$ cat src/verilog/irq_bank_pkg.sv
// interrupt flag and mask bank: shared offsets, layouts and reset values
// assumes a 32-bit avalon-mm slave port, one aligned word per register
package irq_bank_pkg;

  // ----------------------------------------------------------------
  // register byte offsets
  // ----------------------------------------------------------------
  localparam logic [4:0] OFS_FLAGS_PORT_PINS = 5'h00;
  localparam logic [4:0] OFS_FLAGS_TIMEBASE = 5'h04;
  localparam logic [4:0] OFS_FLAGS_SUPPLY = 5'h08;
  localparam logic [4:0] OFS_ENABLE_PORT_PINS = 5'h0C;
  localparam logic [4:0] OFS_ENABLE_TIMEBASE = 5'h10;
  localparam logic [4:0] OFS_ENABLE_SUPPLY = 5'h14;
  localparam logic [4:0] OFS_CORE_CTRL = 5'h18;

  // ----------------------------------------------------------------
  // field positions
  // ----------------------------------------------------------------
  localparam int BIT_SLOW_TICK = 3;
  localparam int BIT_FAST_TICK = 2;
  localparam int BIT_NVM_DONE = 1;
  localparam int BIT_CONV_DONE = 0;
  localparam int BIT_SUPPLY_DONE = 2;
  localparam int BIT_CNT_ZERO = 1;
  localparam int BIT_CNT_MATCH = 0;
  localparam int BIT_GLOBAL_EN = 0;

  // ----------------------------------------------------------------
  // widths and reset values
  // ----------------------------------------------------------------
  localparam int NIB_W = 4;
  localparam logic [3:0] FLAGS_RST = 4'h0;
  localparam logic [3:0] ENABLE_RST = 4'h0;
  localparam logic [3:0] SUPPLY_USED = 4'h7;

endpackage : irq_bank_pkg

$ cat src/verilog/rise_detect.sv
// rising edge detector for a group of synchronous request lines
// assumes the lines are synchronous to the clock
`timescale 1ns/100ps
module rise_detect
  import irq_bank_pkg::*;
#(
  parameter int WIDTH = 4
) (
  // clock and reset
  input wire logic ref_clk_i,
  input wire logic rst_i,
  // request lines
  input wire logic [WIDTH-1:0] level_i,
  output logic [WIDTH-1:0] rise_o
);

  logic [WIDTH-1:0] prev_ff;

  always_ff @(posedge ref_clk_i or posedge rst_i) begin
    if (rst_i) begin
      prev_ff <= '0;
    end else begin
      prev_ff <= level_i;
    end
  end

  assign rise_o = level_i & ~prev_ff;

endmodule : rise_detect

$ cat src/verilog/flag_nibble.sv
// one 4-bit request flag register with per-bit enable, w1c and read clear
// assumes edges arrive as one-cycle pulses
`timescale 1ns/100ps
module flag_nibble
  import irq_bank_pkg::*;
#(
  parameter logic [3:0] USED = 4'hF
) (
  // clock and reset
  input wire logic ref_clk_i,
  input wire logic rst_i,
  // sources and controls
  input wire logic [3:0] edge_i,
  input wire logic [3:0] enable_i,
  input wire logic [3:0] clear_i,
  // state
  output logic [3:0] flags_o
);

  logic [3:0] flags_ff;
  logic [3:0] nxt_flags;

  genvar g;
  generate
    for (g = 0; g < NIB_W; g++) begin : g_bit
      // set beats clear; masked edges dropped
      assign nxt_flags[g] = USED[g] & ((edge_i[g] & enable_i[g]) |
                            (flags_ff[g] & ~clear_i[g]));
    end
  endgenerate

  always_ff @(posedge ref_clk_i or posedge rst_i) begin
    if (rst_i) begin
      flags_ff <= FLAGS_RST;
    end else begin
      flags_ff <= nxt_flags;
    end
  end

  assign flags_o = flags_ff;

endmodule : flag_nibble

$ cat src/verilog/irq_flag_mask_bank.sv
// interrupt request flag and mask bank, avalon-mm slave
// assumes request sources are synchronous levels on ref_clk_i
//
// Contract
// - a 4-bit flag register records a request per input port pin, reset 0.
// - a second flag register holds slow tick, fast tick, nvm, conversion.
// - a third flag register holds supply check, counter zero, match.
// - writing one to a flag bit clears it, writing zero leaves it; a bit whose edge lands in the write cycle stays set.
// - a read/write mask register enables each port pin request, reset 0.
// - a second mask register enables tick, nvm and conversion requests.
// - a third mask register enables supply and counter requests.
// - a source event while its mask is zero is discarded.
// - the cpu interrupt is a set flag and the global enable together.
// - flags set only on a rising source edge with the mask set.
// - reading a flag register returns it and clears that register; a bit whose edge lands in the read cycle stays set.
`timescale 1ns/100ps
module irq_flag_mask_bank
  import irq_bank_pkg::*;
(
  // clock and reset
  input wire logic ref_clk_i,
  input wire logic rst_i,
  // avalon-mm slave
  input wire logic [4:0] avs_address_i,
  input wire logic avs_read_i,
  input wire logic avs_write_i,
  input wire logic [31:0] avs_writedata_i,
  input wire logic [3:0] avs_byteenable_i,
  output logic [31:0] avs_readdata_o,
  output logic avs_waitrequest_o,
  output logic [1:0] avs_response_o,
  // request sources
  input wire logic [3:0] input_port_first_i,
  input wire logic slow_tick_i,
  input wire logic fast_tick_i,
  input wire logic nvm_write_done_i,
  input wire logic conversion_done_i,
  input wire logic supply_check_done_i,
  input wire logic counter_zero_i,
  input wire logic counter_match_i,
  // core side
  input wire logic halt_entry_i,
  output logic cpu_irq_o
);

  // ----------------------------------------------------------------
  // bus slave
  // ----------------------------------------------------------------
  typedef enum logic [1:0] {
    ST_IDLE = 2'b01,
    ST_DONE = 2'b10
  } bus_state_e;

  bus_state_e state_ff;
  logic [31:0] rdata_ff;
  logic [1:0] resp_ff;
  logic req;
  logic take;
  logic wr_take;
  logic rd_take;
  logic hit_known;
  logic [31:0] rd_mux;

  assign req = avs_read_i | avs_write_i;
  assign take = (state_ff == ST_IDLE) & req;
  assign wr_take = take & avs_write_i & avs_byteenable_i[0];
  assign rd_take = take & avs_read_i;

  // one wait cycle, then answer
  always_ff @(posedge ref_clk_i or posedge rst_i) begin
    if (rst_i) begin
      state_ff <= ST_IDLE;
    end else begin
      case (state_ff)
        ST_IDLE: begin
          if (req) begin
            state_ff <= ST_DONE;
          end
        end
        ST_DONE: state_ff <= ST_IDLE;
        default: state_ff <= ST_IDLE;
      endcase
    end
  end

  assign avs_waitrequest_o = ~(state_ff == ST_DONE);

  // ----------------------------------------------------------------
  // mask and control registers
  // ----------------------------------------------------------------
  logic [3:0] pin_request_enable_ff;
  logic [3:0] tb_enable_ff;
  logic [3:0] supply_enable_ff;
  logic global_irq_enable_ff;

  always_ff @(posedge ref_clk_i or posedge rst_i) begin
    if (rst_i) begin
      pin_request_enable_ff <= ENABLE_RST;
      tb_enable_ff <= ENABLE_RST;
      supply_enable_ff <= ENABLE_RST;
    end else if (wr_take) begin
      case (avs_address_i)
        OFS_ENABLE_PORT_PINS: pin_request_enable_ff <= avs_writedata_i[3:0];
        OFS_ENABLE_TIMEBASE: tb_enable_ff <= avs_writedata_i[3:0];
        OFS_ENABLE_SUPPLY: begin
          supply_enable_ff <= avs_writedata_i[3:0] & SUPPLY_USED;
        end
        default: ;
      endcase
    end
  end

  // halt entry forces the enable on
  always_ff @(posedge ref_clk_i or posedge rst_i) begin
    if (rst_i) begin
      global_irq_enable_ff <= 1'b0;
    end else if (halt_entry_i) begin
      global_irq_enable_ff <= 1'b1;
    end else if (wr_take && avs_address_i == OFS_CORE_CTRL) begin
      global_irq_enable_ff <= avs_writedata_i[BIT_GLOBAL_EN];
    end
  end

  // ----------------------------------------------------------------
  // edge detect and flags
  // ----------------------------------------------------------------
  logic [3:0] pin_rise;
  logic [3:0] tb_rise;
  logic [3:0] sup_rise;
  logic [3:0] tb_level;
  logic [3:0] sup_level;
  logic [3:0] pin_request_flag;
  logic [3:0] tb_flags;
  logic [3:0] sup_flags;
  logic [3:0] clr_pin;
  logic [3:0] clr_tb;
  logic [3:0] clr_sup;

  always_comb begin
    tb_level = '0;
    tb_level[BIT_SLOW_TICK] = slow_tick_i;
    tb_level[BIT_FAST_TICK] = fast_tick_i;
    tb_level[BIT_NVM_DONE] = nvm_write_done_i;
    tb_level[BIT_CONV_DONE] = conversion_done_i;
    sup_level = '0;
    sup_level[BIT_SUPPLY_DONE] = supply_check_done_i;
    sup_level[BIT_CNT_ZERO] = counter_zero_i;
    sup_level[BIT_CNT_MATCH] = counter_match_i;
  end

  rise_detect #(.WIDTH(12)) u_rise (
    .ref_clk_i(ref_clk_i),
    .rst_i(rst_i),
    .level_i({sup_level, tb_level, input_port_first_i}),
    .rise_o({sup_rise, tb_rise, pin_rise})
  );

  // write-one clears the bit, a read clears the whole register
  function automatic logic [3:0] clr_of(input logic [4:0] ofs);
    logic [3:0] c;
    c = '0;
    if (wr_take && avs_address_i == ofs) begin
      c = avs_writedata_i[3:0];
    end
    if (rd_take && avs_address_i == ofs) begin
      c = 4'hF;
    end
    return c;
  endfunction : clr_of

  // always_comb follows the bus signals read inside clr_of
  always_comb begin
    clr_pin = clr_of(OFS_FLAGS_PORT_PINS);
    clr_tb = clr_of(OFS_FLAGS_TIMEBASE);
    clr_sup = clr_of(OFS_FLAGS_SUPPLY);
  end

  flag_nibble #(.USED(4'hF)) u_pin_flags (
    .ref_clk_i(ref_clk_i),
    .rst_i(rst_i),
    .edge_i(pin_rise),
    .enable_i(pin_request_enable_ff),
    .clear_i(clr_pin),
    .flags_o(pin_request_flag)
  );

  flag_nibble #(.USED(4'hF)) u_tb_flags (
    .ref_clk_i(ref_clk_i),
    .rst_i(rst_i),
    .edge_i(tb_rise),
    .enable_i(tb_enable_ff),
    .clear_i(clr_tb),
    .flags_o(tb_flags)
  );

  flag_nibble #(.USED(SUPPLY_USED)) u_sup_flags (
    .ref_clk_i(ref_clk_i),
    .rst_i(rst_i),
    .edge_i(sup_rise),
    .enable_i(supply_enable_ff),
    .clear_i(clr_sup),
    .flags_o(sup_flags)
  );

  // ----------------------------------------------------------------
  // read data and interrupt
  // ----------------------------------------------------------------
  always_comb begin
    rd_mux = '0;
    hit_known = 1'b1;
    case (avs_address_i)
      OFS_FLAGS_PORT_PINS: rd_mux[3:0] = pin_request_flag;
      OFS_FLAGS_TIMEBASE: rd_mux[3:0] = tb_flags;
      OFS_FLAGS_SUPPLY: rd_mux[3:0] = sup_flags;
      OFS_ENABLE_PORT_PINS: rd_mux[3:0] = pin_request_enable_ff;
      OFS_ENABLE_TIMEBASE: rd_mux[3:0] = tb_enable_ff;
      OFS_ENABLE_SUPPLY: rd_mux[3:0] = supply_enable_ff;
      OFS_CORE_CTRL: rd_mux[BIT_GLOBAL_EN] = global_irq_enable_ff;
      default: hit_known = 1'b0;
    endcase
  end

  always_ff @(posedge ref_clk_i or posedge rst_i) begin
    if (rst_i) begin
      rdata_ff <= '0;
      resp_ff <= 2'h0;
    end else if (take) begin
      rdata_ff <= avs_read_i ? rd_mux : 32'h0000_0000;
      resp_ff <= hit_known ? 2'h0 : 2'h3;
    end
  end

  assign avs_readdata_o = rdata_ff;
  assign avs_response_o = resp_ff;

  logic irq_ff;
  always_ff @(posedge ref_clk_i or posedge rst_i) begin
    if (rst_i) begin
      irq_ff <= 1'b0;
    end else begin
      irq_ff <= global_irq_enable_ff &
                (|{pin_request_flag, tb_flags, sup_flags});
    end
  end
  assign cpu_irq_o = irq_ff;
endmodule : irq_flag_mask_bank

$ cat config.mk
export PLATFORM = sky130hd
export DESIGN_NAME = irq_flag_mask_bank
export DESIGN_NICKNAME = d
export VERILOG_FILES = /design/src/verilog/irq_bank_pkg.sv /design/src/verilog/rise_detect.sv /design/src/verilog/flag_nibble.sv /design/src/verilog/irq_flag_mask_bank.sv
export SDC_FILE = /design/constraint.sdc
export NUM_CORES = 1
export LEC_CHECK = 0
export BUFFER_PORTS_ARGS = -buffer_cell sky130_fd_sc_hd__buf_2
export CAP_MARGIN = 20
export CORE_MARGIN = 2
export CORE_UTILIZATION = 30
export CTS_BUF_LIST = sky130_fd_sc_hd__clkbuf_8
export DETAILED_ROUTE_END_ITERATION = 12
export PLACE_DENSITY = 0.64
export SLEW_MARGIN = 10
export SYNTH_ARGS = -nofsm -noshare
export SYNTH_HDL_FRONTEND = slang
export SYNTH_HIERARCHICAL = 1
export SYNTH_SLANG_ARGS = --single-unit
$ cat constraint.sdc
create_clock -name ref_clk_i -period 1.4 [get_ports ref_clk_i]
set_input_delay 0.21 -clock ref_clk_i [delete_from_list [all_inputs] [get_ports ref_clk_i]]
set_output_delay 0.21 -clock ref_clk_i [all_outputs]
set_load 0.1 [all_outputs]
==> metrics <==
Post-Syn Instances=approximately 220; Hold Crit Start=input_port_first_i[1]; met1 wire length=2.40 mm; Post-route DRC=0; crit-path max FO=4; Inserted Clock Buffers=5; row cnt=32; Pleak=1.48 nW; core footprint=0.00761 mm²; GRT Util Overall=0.131; worst setup margin=-0.182 ns; largest net degree at the start of global routing=14; switching pwr=around 1.7 mW; Die ar.=0.00846 mm²; Final Max Tran Viols=0; clock sinks=42; grt ovf=0; count of final setup violators=18; first-pass GRT wire length=8.38 mm; R2R Setup Slk=-0.18 ns; R2R Path Start=state_ff[0]; clk slew on worst S/H paths=0.08 ns; pwr dens=1440 mW/mm²; commonest non-fill, non-tap cells in the layout=dfrtp_1 (40), buf_2 (31), conb_1 (29); filler instances=approximately 760; Worst Path Class, Setup=reg -> reg; Sw Ratio=0.425; fmax=632 MHz; Met3 Wirelength=approximately 240 µm; initial antenna violation count=0; htree depth=2; commonest non-fill, non-tap cell in the layout=dfrtp_1; number of max-cap violations=0; CP arrival=1.78 ns; vias in the first global route=1685; path depth of the worst reg2reg path=3; outcome=complete, but fails checks; Die Wd=92.0 µm; worst skew pair latency=around 0.30 ns; met2 wire length=~2.4 mm; post-layout minimum cycle time=1.58 ns; TritonCTS clock tree=done; Int Power=~2.4 mW; die height=92.0 µm; Syn-to-layout area delta=22.0%; Clock Skews=0.00565 ns; RSZ-0062 raised after global routing=yes; gp weighted congestion=0.898; Via density=4.31; Post-Route WL=around 5 mm; Startpoint Class=flip-flop; Max-Slew Margin vs Limit=0.662; I/O pin count=93; # diodes=0; clock power share=0.203; Vias=1617; Seq pwr share=0.414; HP Class=in -> reg; Worst Path Required=approximately 1.6 ns; Top Layer Used=met4; worst min-delay path endpoint=u_rise/prev_ff[1]; root buf cell=clkbuf_8; Worst Hold Slack=0.0194 ns; cell count of the worst hold path=1; crit end category=flip-flop; synth warn=6; combinational share of power=0.383; 1st-iter DRT viols=110; syn avg cell area=about 11 µm²; Avg WL per Cell=13.7 µm; violated checks=negative setup slack; Tcrit/Tclk final=1.13; TritonRoute pass-1 iters=4; Worst Max-Slew Pin Slew=0.506 ns; worst r2r dst=supply_enable_ff[2]; clk buf depth=2; Netlist Area Pre-Place=around 0.0023 mm²; worst-case vdd ir drop=0.514 mV; Hold Fails Final Rpt=0; post-route ant nets=0; Post-DP HPWL=4.01 mm; Initial Utilization=0.305; I/O Buffers=33; dpl ws=-0.254 ns; nets=329; layout cell share with drive strength beyond 1=0.403
## final cells by class
type / instances / area, µm² / share of cell area
clock buffer: 6 / 82.6 / 0.0291
clock inverter: 2 / 12.5 / 0.00442
inverter: 19 / 71.3 / 0.0252
multi-input combinational: 151 / 1140 / 0.402
sequential: 42 / 1050 / 0.372
tap: 102 / 128 / 0.0450
timing repair buffer: 53 / 348 / 0.123
## how the worst max path moves through the flow
stage	start	endpoint	slack [ns]	depth (start not counted)
3_3_place_gp	avs_address_i[1]	tb_enable_ff[3]	-0.23	6
3_5_place_dp	avs_address_i[1]	tb_enable_ff[2]	-0.25	6
6_report	state_ff[0]	supply_enable_ff[2]	-0.18	3
2_1_floorplan	state_ff[0]	pin_request_enable_ff[0]	-0.1	4
4_1_cts	state_ff[0]	supply_enable_ff[2]	-0.18	3
5_1_grt	state_ff[0]	pin_request_enable_ff[0]	-0.25	4
## registers in the layout (all words and copies together), names as in the netlist
name and flops:
u_tb_flags/flags_o 4, global_irq_enable_ff 1, u_pin_flags/flags_o 4, pin_request_enable_ff 4, u_rise/prev_ff 11, cpu_irq_o 1
avs_readdata_o 4, state_ff 2, u_sup_flags/flags_o 3, avs_response_o 1, supply_enable_ff 3, tb_enable_ff 4
## metrics by stage
step            util  instance area, µm²  TNS, ns  std cells  power [mW]
6_report       0.373                2830    -2.34        375        4.09
3_5_place_dp   0.348                2640    -4.34        365        3.25
4_1_cts        0.368                2800    -1.65        374        4.11
2_1_floorplan      -                2430   -0.935        246        2.92
3_3_place_gp   0.348                2640    -4.03        365        3.22
5_1_grt        0.373                2830    -3.85        375        4.29
## metal layers
layer | vias to the layer above | global-route usage
li1 | 785 | -
met1 | 781 | 0.176
met2 | 43 | 0.205
met3 | 8 | 0.0279
met4 | 0 | 0.0560
met5 | - | 0
## power groups by stage
| stage | Combinational, mW | Sequential (mW) | Clock, mW |
|---|---|---|---|
| floorplan | 1.12 | 1.81 | 0 |
| global placement | 1.51 | 1.71 | 0 |
| detailed placement | 1.53 | 1.72 | 0 |
| CTS | 1.56 | 1.69 | 0.866 |
| global route | 1.66 | 1.72 | 0.902 |
| finish | 1.57 | 1.69 | 0.833 |
## what timing repair did
action / 4_1_cts / 5_1_grt
setup endpoints to repair: 23 / 24
gates resized for setup: 12 / 7
gates cloned: 0 / 0
hold buffers: 1 / 0
setup buffers: 0 / 1
endpoints found under the hold margin: 30 / 0
pin swaps: 4 / 6
## worst max-delay path, stage by stage, from the launching register on
cell,delay (ns)
dfstp_2,0.54
nand4b_1,0.17
or3_4,0.45
mux2_4,0.31
Power figures use the tool's default switching activity.
